File: src/pkg/sfs_cfg.svh
// Constants of the synthesizer serial load and control block.
// Assumes a 200 MHz mclk; included by bare name where needed.
`ifndef SFS_CFG_SVH
`define SFS_CFG_SVH

// Clock and timing
`define SFS_CLK_PERIOD_PS 5000
`define SFS_LOCK_WIN_NS 15
`define SFS_LOCK_WIN_CYC (((`SFS_LOCK_WIN_NS * 1000) + `SFS_CLK_PERIOD_PS - 1) / `SFS_CLK_PERIOD_PS)
`define SFS_LOCK_GOOD 4

// Serial word layout
`define SFS_SHIFT_W 19
`define SFS_REF_W 14
`define SFS_RF_W 18
`define SFS_CTRL_REF 1'b1
`define SFS_REF_RST 14'h0_00A
`define SFS_RF_RST 18'h0_0064

// Synchronizer reset levels; strobe, polarity and power save idle high
`define SFS_PIN_RST 7'h1C

// Register offsets
`define SFS_OFF_STATUS 8'h00
`define SFS_OFF_MASK 8'h04
`define SFS_OFF_STATE 8'h08
`define SFS_OFF_REFDIV 8'h0C
`define SFS_OFF_RFDIV 8'h10

// Status bit positions
`define SFS_ST_REFLOAD 0
`define SFS_ST_RFLOAD 1
`define SFS_ST_LOCKLOST 2
`define SFS_ST_PDENTER 3
`define SFS_ST_W 4

`endif

File: src/pkg/sfs_pkg.sv
// Types of the synthesizer serial load and control block.
// Assumes nothing of its surroundings.
package sfs_pkg;
   // Power save sequencing
   typedef enum logic [1:0] {PWR_RUN, PWR_WAIT, PWR_DOWN} sfs_pwr_t;
   // Sync input bundle index
   typedef enum int {PIN_SCLK, PIN_SDATA, PIN_LOAD, PIN_POL, PIN_PSN, PIN_OSC, PIN_RF, PIN_N}
      sfs_pin_t;
endpackage : sfs_pkg

File: src/rtl/sfs_sync.sv
// Three-stage pin synchronizer with agreement filter and edge pulses.
// Assumes asynchronous pins; all outputs come from mclk flip-flops.
`timescale 1ns/1ps
module sfs_sync #(
   parameter int W = 1,
   parameter logic [W-1:0] RST_VAL = '0
) (
   // Clock and reset
   input wire logic mclk,
   input wire logic rst_n,
   // Pins
   input wire logic [W-1:0] pin_i,
   // Filtered view
   output logic [W-1:0] level_o,
   output logic [W-1:0] rise_o,
   output logic [W-1:0] fall_o
);
   genvar i;
   generate
      for (i = 0; i < W; i++) begin : g_bit
         logic s1_q, s2_q, s3_q;
         // First stage feeds only the second
         always_ff @(posedge mclk or negedge rst_n) begin
            if (!rst_n) begin
               s1_q <= RST_VAL[i];
               s2_q <= RST_VAL[i];
               s3_q <= RST_VAL[i];
            end else begin
               s1_q <= pin_i[i];
               s2_q <= s1_q;
               s3_q <= s2_q;
            end
         end
         // Change counts once stages two and three agree
         always_ff @(posedge mclk or negedge rst_n) begin
            if (!rst_n) begin
               level_o[i] <= RST_VAL[i];
               rise_o[i] <= 1'b0;
               fall_o[i] <= 1'b0;
            end else begin
               rise_o[i] <= (s2_q == s3_q) && s3_q && !level_o[i];
               fall_o[i] <= (s2_q == s3_q) && !s3_q && level_o[i];
               if (s2_q == s3_q) begin
                  level_o[i] <= s3_q;
               end
            end
         end
      end
   endgenerate
endmodule : sfs_sync

File: src/rtl/sfs_pfd.sv
// Phase frequency comparator feeding the charge pump pair.
// Assumes one-cycle event pulses from both dividers.
`timescale 1ns/1ps
module sfs_pfd (
   // Clock and reset
   input wire logic mclk,
   input wire logic rst_n,
   // Compare events
   input wire logic ref_evt,
   input wire logic div_evt,
   // Control
   input wire logic invert,
   input wire logic hold,
   // Pump drive
   output logic src_o,
   output logic snk_o
);
   logic up_q, dn_q;

   // Classic two-flop detector; both set means reset, no dead zone logic
   always_ff @(posedge mclk or negedge rst_n) begin
      if (!rst_n) begin
         up_q <= 1'b0;
         dn_q <= 1'b0;
      end else if (hold || (up_q && dn_q)) begin
         up_q <= 1'b0;
         dn_q <= 1'b0;
      end else begin
         up_q <= up_q | ref_evt;
         dn_q <= dn_q | div_evt;
      end
   end

   // Polarity swap; both sides low is the idle high-impedance pump
   always_ff @(posedge mclk or negedge rst_n) begin
      if (!rst_n) begin
         src_o <= 1'b0;
         snk_o <= 1'b0;
      end else begin
         src_o <= (invert ? dn_q : up_q) && !(up_q && dn_q) && !hold;
         snk_o <= (invert ? up_q : dn_q) && !(up_q && dn_q) && !hold;
      end
   end
endmodule : sfs_pfd

File: src/rtl/sfs_top.sv
// Serial load port, dividers, pump control, lock and power save.
// Assumes the serial, static and frequency pins are asynchronous to mclk and the register port is synchronous; the host keeps the serial
// clock low around every load strobe edge and sends words MSB first.
//
// Strobed register access and the register addresses are this design's own decisions.
`timescale 1ns/1ps
`include "sfs_cfg.svh"

// Overview of operation
// Shift data on each serial clock rise
// MSB first; last bit picks latch
// Strobe rise copies word into latch
// Host keeps serial clock low at strobe
// Low polarity select inverts pump sense
// Strobe high closes loop switch
// Power save low requests power down
// Power down waits for idle pump
// Lock high with narrow low pulses
// Monitor output shows divided comparator input
// Open drain and push-pull pump outputs
// Control bit and word lengths per layout
module sfs_top (
   // Clock and reset
   input wire logic mclk,
   input wire logic rst_n,
   // Serial port
   input wire logic ser_clk,
   input wire logic ser_data,
   input wire logic load_strobe,
   // Static controls
   input wire logic phase_polarity_select,
   input wire logic power_save_n,
   // Frequency inputs
   input wire logic osc_ref_in,
   input wire logic rf_in,
   // Charge pump
   output logic pump_src,
   output logic pump_snk,
   output logic loop_switch_out,
   // External pump drive
   output logic pump_drain_out,
   output logic pump_drain_oe,
   output logic pump_logic_out,
   // Status pins
   output logic lock_indicator,
   output logic monitor_out,
   output logic powered_down,
   // Register port
   input wire logic [7:0] reg_addr,
   input wire logic [31:0] reg_wdata,
   input wire logic reg_wr,
   input wire logic reg_rd,
   output logic [31:0] reg_rdata,
   output logic irq
);
   localparam int NP = sfs_pkg::PIN_N;
   localparam logic [NP-1:0] PIN_RST = `SFS_PIN_RST;
   localparam int LWC = `SFS_LOCK_WIN_CYC;

   logic [NP-1:0] pins, lvl, rise, fall;
   logic [`SFS_SHIFT_W-1:0] shift_q;
   logic [`SFS_REF_W-1:0] ref_div_q, ref_cnt_q;
   logic [`SFS_RF_W-1:0] rf_div_q, rf_cnt_q;
   logic ref_evt_q, rf_evt_q, ref_load, rf_load;
   sfs_pkg::sfs_pwr_t pwr_q;
   logic pump_busy, pump_idle, evt_d_q, lock_q, lock_lost, pd_enter;
   logic [3:0] win_q;
   logic [2:0] good_q;
   logic [`SFS_ST_W-1:0] status_q, mask_q, events;

   // Address match, shared by write and read paths
   function automatic logic hit(input logic [7:0] a, input logic [7:0] off);
      hit = (a == off);
   endfunction : hit

   // Pin conditioning
   assign pins[sfs_pkg::PIN_SCLK] = ser_clk;
   assign pins[sfs_pkg::PIN_SDATA] = ser_data;
   assign pins[sfs_pkg::PIN_LOAD] = load_strobe;
   assign pins[sfs_pkg::PIN_POL] = phase_polarity_select;
   assign pins[sfs_pkg::PIN_PSN] = power_save_n;
   assign pins[sfs_pkg::PIN_OSC] = osc_ref_in;
   assign pins[sfs_pkg::PIN_RF] = rf_in;

   // Pulled-up pins reset high so a floating pin reads as idle
   sfs_sync #(.W(NP), .RST_VAL(PIN_RST)) u_sync (
      .mclk(mclk),
      .rst_n(rst_n),
      .pin_i(pins),
      .level_o(lvl),
      .rise_o(rise),
      .fall_o()
   );

   // Shift register; data path has the same latency as the clock path
   always_ff @(posedge mclk or negedge rst_n) begin
      if (!rst_n) begin
         shift_q <= '0;
      end else if (rise[sfs_pkg::PIN_SCLK]) begin
         shift_q <= {shift_q[`SFS_SHIFT_W-2:0], lvl[sfs_pkg::PIN_SDATA]};
      end
   end

   // Strobe edges are clean only because the serial clock is held low
   assign ref_load = rise[sfs_pkg::PIN_LOAD] && (shift_q[0] == `SFS_CTRL_REF);
   assign rf_load = rise[sfs_pkg::PIN_LOAD] && (shift_q[0] != `SFS_CTRL_REF);

   // Latch transfer on strobe rise, control bit drops out
   always_ff @(posedge mclk or negedge rst_n) begin
      if (!rst_n) begin
         ref_div_q <= `SFS_REF_RST;
      end else if (ref_load) begin
         ref_div_q <= shift_q[`SFS_REF_W:1];
      end
   end

   always_ff @(posedge mclk or negedge rst_n) begin
      if (!rst_n) begin
         rf_div_q <= `SFS_RF_RST;
      end else if (rf_load) begin
         rf_div_q <= shift_q[`SFS_RF_W:1];
      end
   end

   // Reference divider; a zero ratio behaves as one
   always_ff @(posedge mclk or negedge rst_n) begin
      if (!rst_n) begin
         ref_cnt_q <= '0;
         ref_evt_q <= 1'b0;
      end else begin
         ref_evt_q <= 1'b0;
         if (powered_down) begin
            ref_cnt_q <= '0;
         end else if (rise[sfs_pkg::PIN_OSC]) begin
            if (ref_cnt_q + 1'b1 >= ref_div_q) begin
               ref_cnt_q <= '0;
               ref_evt_q <= 1'b1;
            end else begin
               ref_cnt_q <= ref_cnt_q + 1'b1;
            end
         end
      end
   end

   // RF divider, same structure
   always_ff @(posedge mclk or negedge rst_n) begin
      if (!rst_n) begin
         rf_cnt_q <= '0;
         rf_evt_q <= 1'b0;
      end else begin
         rf_evt_q <= 1'b0;
         if (powered_down) begin
            rf_cnt_q <= '0;
         end else if (rise[sfs_pkg::PIN_RF]) begin
            if (rf_cnt_q + 1'b1 >= rf_div_q) begin
               rf_cnt_q <= '0;
               rf_evt_q <= 1'b1;
            end else begin
               rf_cnt_q <= rf_cnt_q + 1'b1;
            end
         end
      end
   end

   // Comparator and pump pair
   sfs_pfd u_pfd (
      .mclk(mclk),
      .rst_n(rst_n),
      .ref_evt(ref_evt_q),
      .div_evt(rf_evt_q),
      .invert(!lvl[sfs_pkg::PIN_POL]),
      .hold(powered_down),
      .src_o(pump_src),
      .snk_o(pump_snk)
   );

   assign pump_busy = pump_src | pump_snk;

   // A compare event one cycle back may still fire the pump next edge
   always_ff @(posedge mclk or negedge rst_n) begin
      if (!rst_n) begin
         evt_d_q <= 1'b0;
      end else begin
         evt_d_q <= ref_evt_q | rf_evt_q;
      end
   end
   assign pump_idle = !pump_busy && !evt_d_q;

   // Loop switch follows the strobe level
   always_ff @(posedge mclk or negedge rst_n) begin
      if (!rst_n) begin
         loop_switch_out <= 1'b0;
      end else begin
         loop_switch_out <= lvl[sfs_pkg::PIN_LOAD];
      end
   end

   // External pump drive: drain pin only ever pulls low
   always_ff @(posedge mclk or negedge rst_n) begin
      if (!rst_n) begin
         pump_drain_oe <= 1'b0;
         pump_logic_out <= 1'b0;
      end else begin
         pump_drain_oe <= pump_snk;
         pump_logic_out <= pump_src;
      end
   end
   assign pump_drain_out = 1'b0;

   // Power save sequencing; gating on idle pump avoids a frequency jump
   always_ff @(posedge mclk or negedge rst_n) begin
      if (!rst_n) begin
         pwr_q <= sfs_pkg::PWR_RUN;
      end else begin
         case (pwr_q)
            sfs_pkg::PWR_RUN: begin
               if (!lvl[sfs_pkg::PIN_PSN]) begin
                  pwr_q <= sfs_pkg::PWR_WAIT;
               end
            end
            sfs_pkg::PWR_WAIT: begin
               if (lvl[sfs_pkg::PIN_PSN]) begin
                  pwr_q <= sfs_pkg::PWR_RUN;
               end else if (pump_idle) begin
                  pwr_q <= sfs_pkg::PWR_DOWN;
               end
            end
            sfs_pkg::PWR_DOWN: begin
               if (lvl[sfs_pkg::PIN_PSN]) begin
                  pwr_q <= sfs_pkg::PWR_RUN;
               end
            end
            default: begin
               pwr_q <= sfs_pkg::PWR_RUN;
            end
         endcase
      end
   end
   assign powered_down = (pwr_q == sfs_pkg::PWR_DOWN);
   assign pd_enter = (pwr_q == sfs_pkg::PWR_WAIT) && lvl[sfs_pkg::PIN_PSN] == 1'b0 && pump_idle;

   // Pump pulse width watch; a long pulse means phase error too large
   always_ff @(posedge mclk or negedge rst_n) begin
      if (!rst_n) begin
         win_q <= '0;
      end else if (!pump_busy) begin
         win_q <= '0;
      end else if (win_q != 4'hF) begin
         win_q <= win_q + 1'b1;
      end
   end

   // Lock needs several clean compares in a row, drops on one wide pulse
   assign lock_lost = lock_q && (win_q > 4'(LWC));
   always_ff @(posedge mclk or negedge rst_n) begin
      if (!rst_n) begin
         lock_q <= 1'b0;
         good_q <= '0;
      end else if (powered_down || win_q > 4'(LWC)) begin
         lock_q <= 1'b0;
         good_q <= '0;
      end else if (ref_evt_q) begin
         if (good_q == 3'(`SFS_LOCK_GOOD)) begin
            lock_q <= 1'b1;
         end else begin
            good_q <= good_q + 1'b1;
         end
      end
   end

   // Narrow low pulses while the pump fires in lock
   always_ff @(posedge mclk or negedge rst_n) begin
      if (!rst_n) begin
         lock_indicator <= 1'b0;
      end else begin
         lock_indicator <= lock_q && !pump_busy;
      end
   end

   // Monitor toggles per divided RF event, giving a square wave
   always_ff @(posedge mclk or negedge rst_n) begin
      if (!rst_n) begin
         monitor_out <= 1'b0;
      end else if (rf_evt_q) begin
         monitor_out <= !monitor_out;
      end
   end

   // Sticky status; a new event wins over a clear in the same cycle
   assign events[`SFS_ST_REFLOAD] = ref_load;
   assign events[`SFS_ST_RFLOAD] = rf_load;
   assign events[`SFS_ST_LOCKLOST] = lock_lost;
   assign events[`SFS_ST_PDENTER] = pd_enter;
   always_ff @(posedge mclk or negedge rst_n) begin
      if (!rst_n) begin
         status_q <= '0;
      end else if (reg_wr && hit(reg_addr, `SFS_OFF_STATUS)) begin
         status_q <= (status_q & ~reg_wdata[`SFS_ST_W-1:0]) | events;
      end else begin
         status_q <= status_q | events;
      end
   end

   // Mask register
   always_ff @(posedge mclk or negedge rst_n) begin
      if (!rst_n) begin
         mask_q <= '0;
      end else if (reg_wr && hit(reg_addr, `SFS_OFF_MASK)) begin
         mask_q <= reg_wdata[`SFS_ST_W-1:0];
      end
   end

   assign irq = |(status_q & mask_q);

   // Read data one cycle after the strobe, zero otherwise
   always_ff @(posedge mclk or negedge rst_n) begin
      if (!rst_n) begin
         reg_rdata <= '0;
      end else begin
         reg_rdata <= '0;
         if (reg_rd) begin
            if (hit(reg_addr, `SFS_OFF_STATUS)) begin
               reg_rdata <= {28'h000_0000, status_q};
            end else if (hit(reg_addr, `SFS_OFF_MASK)) begin
               reg_rdata <= {28'h000_0000, mask_q};
            end else if (hit(reg_addr, `SFS_OFF_STATE)) begin
               reg_rdata <= {26'h000_0000, pwr_q, lock_q, pump_busy, loop_switch_out,
                  lvl[sfs_pkg::PIN_POL]};
            end else if (hit(reg_addr, `SFS_OFF_REFDIV)) begin
               reg_rdata <= {18'h0_0000, ref_div_q};
            end else if (hit(reg_addr, `SFS_OFF_RFDIV)) begin
               reg_rdata <= {14'h0000, rf_div_q};
            end
         end
      end
   end
endmodule : sfs_top

File: config.mk
export PLATFORM = sky130hd
export DESIGN_NAME = sfs_top
export DESIGN_NICKNAME = d
export VERILOG_FILES = /design/src/pkg/sfs_pkg.sv /design/src/rtl/sfs_sync.sv /design/src/rtl/sfs_pfd.sv /design/src/rtl/sfs_top.sv
export VERILOG_INCLUDE_DIRS = /design/src /design/src/pkg
export SDC_FILE = /design/constraint.sdc
export NUM_CORES = 1
export LEC_CHECK = 0
export BUFFER_PORTS_ARGS = -buffer_cell sky130_fd_sc_hd__buf_2
export CORE_MARGIN = 4
export CORE_UTILIZATION = 25
export DETAILED_ROUTE_END_ITERATION = 10
export GPL_ROUTABILITY_DRIVEN = 0
export GPL_TIMING_DRIVEN = 0
export PLACE_DENSITY = 0.48
export SETUP_SLACK_MARGIN = 0.15
export SKIP_CTS_REPAIR_TIMING = 1
export SYNTH_ARGS = -nofsm -noshare
export SYNTH_HDL_FRONTEND = slang
export SYNTH_SLANG_ARGS = --single-unit
File: constraint.sdc
create_clock -name mclk -period 4.5 [get_ports mclk]
set_clock_uncertainty 0.15 [all_clocks]
set_input_delay 0.675 -clock mclk [delete_from_list [all_inputs] [get_ports mclk]]
set_output_delay 0.675 -clock mclk [all_outputs]
set_load 0.01 [all_outputs]
; Word-level counts from Yosys, hierarchy flattened
; Cells that the tools add are included.
[word_totals]
reg_bits = 177
in_bits = 51
output_inout_bits = 42
wordCells = 173
[op_classes]
n_addsub = 4
order_cmp = 3
eq_ne = 20
muxes = 36
bitwise = 11
n_reduce_logical = 43
[op_table]
columns = op, count
row1 = two-way mux 18 bit, 9
row2 = two-way mux 14 bit, 3
row3 = logical AND 1 bit, 22
row4 = adder 18 x 1 -> 18 bit (second input constant), 1
row5 = >= comparator 18 bit, 1
row6 = == test 8 x 4 -> 1 bit (second input constant), 2
row7 = adder 14 x 1 -> 14 bit (second input constant), 1
row8 = >= comparator 14 bit, 1
row9 = two-way mux 1 bit, 13
row10 = two-way mux 4 bit, 3
row11 = zero test 1 bit, 9
row12 = two-way mux 3 bit, 3
row13 = bitwise AND 4 bit, 2
row14 = == test 8 x 3 -> 1 bit (second input constant), 1
row15 = == test 8 x 5 -> 1 bit (second input constant), 1
row16 = zero test 8 bit, 1
row17 = two-way mux 2 bit, 4
row18 = OR 4 bit, 2
row19 = nonzero test 2 bit, 4
row20 = == test 1 bit, 7
row21 = one-hot mux 2 bit (3 select lines), 1
row22 = adder 4 x 1 -> 4 bit (second input constant), 1
row23 = greater-than comparator 4 x 2 -> 1 bit (second input constant), 1
row24 = inequality test 2 x 1 -> 1 bit (second input constant), 2
row25 = other kinds (15), 22

; Depth between registers and ports, before layout
[logic_depth]
ltp_word = 7
depth_mapped = 13
depth_no_buf = 12

; Hierarchy
; From an unflattened synthesis, not the netlist that was laid out.
[unflattened]
hier_cells = 720
area_unflattened_um2 = 8170.3
[modules_own_cells]
columns = mod, instances, cells_each, area_each_um2, seq_area_each_um2
row1 = sfs_top, 1, 615, 6522.5, 3184.3
row2 = sfs_sync, 1, 91, 1486.4, 1066.0
row3 = sfs_pfd, 1, 14, 161.4, 100.1

; Least setup slack after synthesis
; Ideal clock, no wire load.
[synth_path]
path_kind = register to register
start = register rf_cnt_q[2]
end = register rf_cnt_q[17]
setup_time_ns = 0.066
t_arrival_ns = 2.874
t_required_ns = 4.284
path_slack_ns = 1.410
path_stages_with_launch = 13
n_path_buf = 1
synth_period_minus_slack_ns = 3.090
path_cell_list = dfrtp_1 nand4_1 nor3_1 nand3_1 xnor2_1 ha_1 a21oi_1 o21ai_0 a221oi_1 nand2_1 nor2_1 buf_2 a221o_1
[synth_between]
elab_chain_len = 5
[synth_lines]
columns = item, line_no
row1 = from (decl), sfs_top.sv:63  ; logic [`SFS_RF_W-1:0] rf_div_q, rf_cnt_q;
row2 = from (signal assigned), sfs_top.sv:159  ; rf_cnt_q <= rf_cnt_q + 1'b1;
row3 = adder 18 x 1 -> 18 bit *, "sfs_top.sv:155, sfs_top.sv:159"
row4 = >= comparator 18 bit, sfs_top.sv:155  ; if (rf_cnt_q + 1'b1 >= rf_div_q) begin
row5 = two-way mux 18 bit *, sfs_top.sv:155
row6 = two-way mux 18 bit *, sfs_top.sv:154  ; end else if (rise[sfs_pkg::PIN_RF]) begin
row7 = two-way mux 18 bit *, sfs_top.sv:152  ; if (powered_down) begin
; Every way passes the cells marked *; elsewhere a longest branch is shown, timed or not. The select of a mux whose other input is x is not followed.
; A chain may end at the register's enable or synchronous reset.

; Final worst setup path
[layout_path]
start = register rf_cnt_q[0]
end = register rf_cnt_q[1]
; The elaborated chain is that of the path after synthesis.

==> results.md <==
* Die width at 183.9 µm
* Power density normalized to cell area at 452.3 nW/µm²
* Reg-to-Reg Start: rf_cnt_q[0]
* Initial antenna violation count at 0
* Required time reported for the critical path endpoint at between 4 and 5 ns
* Total DRC errors in the routed layout at 0
* RSZ-0062 raised after global routing: false
* Number of I/O port buffers at 47
* Cell type of the slowest stage on the worst timing path: a221oi_1
* Share of total power in the clock network at 34.1%
* Vertical die dimension at 183.9 µm
* Final setup violation count at 0
* Startpoint types: flop
* Final instance area at 9129 µm²
* Number of cells produced by synthesis at 695
* Complex-gate fraction of the synthesized area at 12.52%
* Initial core utilization at between 20% and 30%
* Depth of the CTS H-tree at 4
* Post-route clock period utilization at 86.04%
* Yosys synthesis warning count at 0
* Clock sink count at approximately 160
* Cell-internal power at around 0.0028 W
* Largest voltage drop on the vdd net at 0.2855 mV
* Via count of the first global-routing pass at 5,247
* Primary FF master, synth: dfrtp_1
* Worst Reg2Reg Path Length in Cells at 13
* Basic-gate share of the synthesized area counting and, or, nand and nor cells at a little over an eighth
* Placed standard-cell area at 8557 µm²
* Std-Cell Core Area at 30,590 µm²
* Syn Area/Cell at 11.13 µm²
* Buffers from clock root to sink, at most at 2
* Maximum frequency from static timing analysis at between 200 and 300 MHz
* Clock-pin transition on the worst setup and hold timing paths at 0.07 ns
* Crit-path max FO at 10
* Share of final-layout standard cells stronger than drive strength 1 at between 20 and 25%
* CP Cell Sequence: ha_1, nand3_1, nor3_1, nand2_1, xnor2_1, ha_1, nand2_1, o21ai_0, a221oi_1, nand2_1, nor2_2, buf_2, a22o_1
* Root buffer cell: clkbuf_16
* Critical Path Start: rf_cnt_q[0]
* Detailed Route Iter0 Violations at ~330
* Overflow left after global routing at 0
* Tightest Pin Transition at 0.6159 ns
* Post-route ant nets at 0
* Post-Synthesis Cell Area at 7736 µm²
* Remaining max-slew budget at the tightest pin at roughly 59%
* Crit path time final at a little under 4 ns
* Number of max-slew violations in the final report at 0
* Combinational cell fraction of total power at 20.9%
* Overall via count from detail_route at about 5,200
* Area added between synthesis and finish at 18.00%
* Register share of total power at roughly 45%
* Number of flops mapped to enable cells by yosys at 0
* Cell seen most often among critical-path stages: nand2_1
* Vias per cell at roughly 4.4
* Sum of net half-perimeters after detailed placement at roughly 13,000 µm
* Aggregate negative setup slack at 0 ns
* Die ar. at 33,820 µm²
* Seq cells post-synth at 163
* Number of placed I/O pins at 93
* Proportion of synthesized chip area in sequential cells at 53.00%
* Peak per-stage delay on the critical path at roughly 0.51 ns
* Final Util at ~30%
* Main combinational cell family by area after synthesis: simple AND/OR/NAND/NOR gates
* Global routing usage summed across all routing layers at 10.54%
* Routed wirelength normalized by instance count at 14.64 µm
* Adder and majority cell fraction of the synthesized area at about 7%
* Net load switching power at 0.001315 W
* Share of the synthesized netlist area taken by xor and xnor gates at 2.830%
* Outcome: finished, final reports clean
* Total clock buffers created by CTS at 17
* Endpoint kind of the worst setup timing path: flop
* Number of distinct library cells after synthesis at 63
* WL final at about 17,000 µm
* Proportion of register bits with asynchronous set or reset after synthesis at 100.0%
* Max capacitance violation total at 0
* Worst min-delay path category: primary input to async pin
* Clock latency on the worst-skew pair at 0.42 ns
* Static Leakage at 4.285 nW
* Ant diodes at 0
* Wire length of the first global-routing pass at 28,260 µm
* Row count at 64
* Switching power share of the total at a little under a third
* Maximum number of pins on one net before global-route repair at 95
* Final hold violation count at 0
* TritonCTS clock tree: done
* Final-layout worst hold slack at 0.05727 ns
* Final net count at 868
* Number of iterations in the first detailed-routing pass at 4
* Worst EP arrival at 4.08 ns
* Classification of the worst setup path: flop to flop
* Fraction of synthesized area in multiplexers at ~6.6%
cells in the final DEF (no fill, tap or decap), drive strengths merged, types with 3 or more instances in the layout:
master | netlist | routed
nor2b | 8 | 8
xnor2 | 14 | 14
o22ai | 4 | 4
a22o | 21 | 21
ha | 41 | 41
conb | 1 | 15
nand3 | 21 | 21
nor3 | 16 | 16
o21ai | 33 | 33
nand4 | 6 | 6
and4 | 3 | 3
nand2b | 5 | 5
o32ai | 3 | 3
inv | 40 | 42
or3 | 3 | 3
maj3 | 3 | 3
dfstp | 17 | 17
o21a | 4 | 4
or2 | 4 | 4
o31ai | 6 | 6
clkinv | 1 | 8
a22oi | 12 | 12
a221o | 6 | 6
xor2 | 11 | 11
and2 | 3 | 3
mux2 | 42 | 42
a211oi | 10 | 10
clkbuf | 13 | 34
nor2 | 46 | 46
and3 | 7 | 7
a21o | 9 | 9
a21boi | 4 | 4
nand2 | 70 | 70
buf | 21 | 69
dfrtp | 146 | 146
a21oi | 18 | 18
stage by stage:
stage                     cells  setup WS (ns)  power [W]
after floorplan             709          1.410   0.002425
after global placement     1152        -0.1604   0.002743
after detailed placement   1153         0.2623   0.002764
after CTS                  1185         0.2533   0.004199
after global routing       1185         0.2147   0.004382
final                      1185         0.6283   0.004129
worst max-delay path, delay by kind of cell, from the launching register on:
kind	cells	cell delay, ns
AND/OR/NAND/NOR	6	1.35
XOR/XNOR	1	0.24
AO/OA/AOI/OAI	3	0.77
buffers and inverters	1	0.29
flip-flops	1	0.45
adder cells (fa/ha/maj)	2	0.54
cell families (layout without fill, tap and decap cells):
kind of cell	count (synthesis)	in the layout
compound gates	139	139
other cells	1	15
fa+ha+maj	44	44
xor+xnor	25	25
simple gates	204	204
buf+inv	75	155
mux	44	44
flops	163	163
flip-flops by register name, summed over array words and instances, names as in the netlist, 2 cells and up:
signal	count
u_sync.g_bit.s2_q	7
ref_div_q	14
u_sync.g_bit.s3_q	7
u_sync.rise_o	4
shift_q	19
rf_cnt_q	18
good_q	3
reg_rdata	18
rf_div_q	18
pwr_q	2
ref_cnt_q	14
status_q	4
win_q	4
mask_q	4
u_sync.level_o	7
u_sync.g_bit.s1_q	7
per-layer routing:
layer / wire length [µm] / vias up / global-route usage (%) / share of wire (%)
li1: - / 2589 / - / -
met1: 8439 / 2542 / 13.89 / 49
met2: 8201 / 65 / 17.20 / 47
met3: 480 / 18 / 2.434 / 2.8
met4: 221 / 0 / 3.372 / 1.3
met5: 0 / - / 0 / 0
power groups by stage:
stage	Combinational (W)	Clock (W)	Sequential [W]
6_report	0.000862	0.00141	0.00186
5_1_grt	0.000977	0.00152	0.00189
4_1_cts	0.000884	0.00146	0.00186
3_5_place_dp	0.000878	0	0.00189
3_3_place_gp	0.000860	0	0.00188
2_1_floorplan	0.000592	0	0.00183
layout make-up:
class | instances | area (µm²)
buffer | 34 | 227.7
multi-input combinational | 471 | 3314
sequential | 163 | 4100
clock buffer | 21 | 460.4
inverter | 41 | 153.9
timing repair buffer | 48 | 272.8
tap | 396 | 495.5
clock inverter | 11 | 103.9
fill | 3176 | 21460
final timing paths:
kind	endpoint	slack, ns
min in group mclk	u_sync.g_bit[4].s1_q	0.19
hold / removal	u_sync.g_bit[1].s1_q	0.06
hold reg to reg	u_sync.g_bit[6].s2_q	0.20
setup reg to reg	rf_cnt_q[1]	0.63
max in group asynchronous	rf_div_q[6]	3.22
setup / recovery	rf_cnt_q[1]	0.63
synth_stat cells (5+ instances only):
master / count / area (µm²)
a221o_1: 6 / 60.06
buf_4: 16 / 120.1
nand2b_1: 5 / 31.28
o31ai_1: 6 / 45.04
nor2b_1: 8 / 50.05
a22oi_1: 12 / 90.09
nor2_1: 43 / 161.4
o21ai_0: 33 / 165.2
nand2_1: 70 / 262.8
xnor2_1: 14 / 122.6
nor3_1: 15 / 75.07
xor2_1: 11 / 96.34
inv_1: 40 / 150.1
dfrtp_1: 146 / 3654
a21o_1: 9 / 67.56
a21oi_1: 18 / 90.09
nand3_1: 20 / 100.1
and3_1: 7 / 43.79
dfstp_2: 17 / 446.7
mux2_2: 38 / 427.9
nand4_1: 6 / 37.54
a211oi_1: 10 / 75.07
a22o_1: 21 / 183.9
clkbuf_1: 13 / 48.80
ha_1: 41 / 513.0
Power figures use the tool's default switching activity.
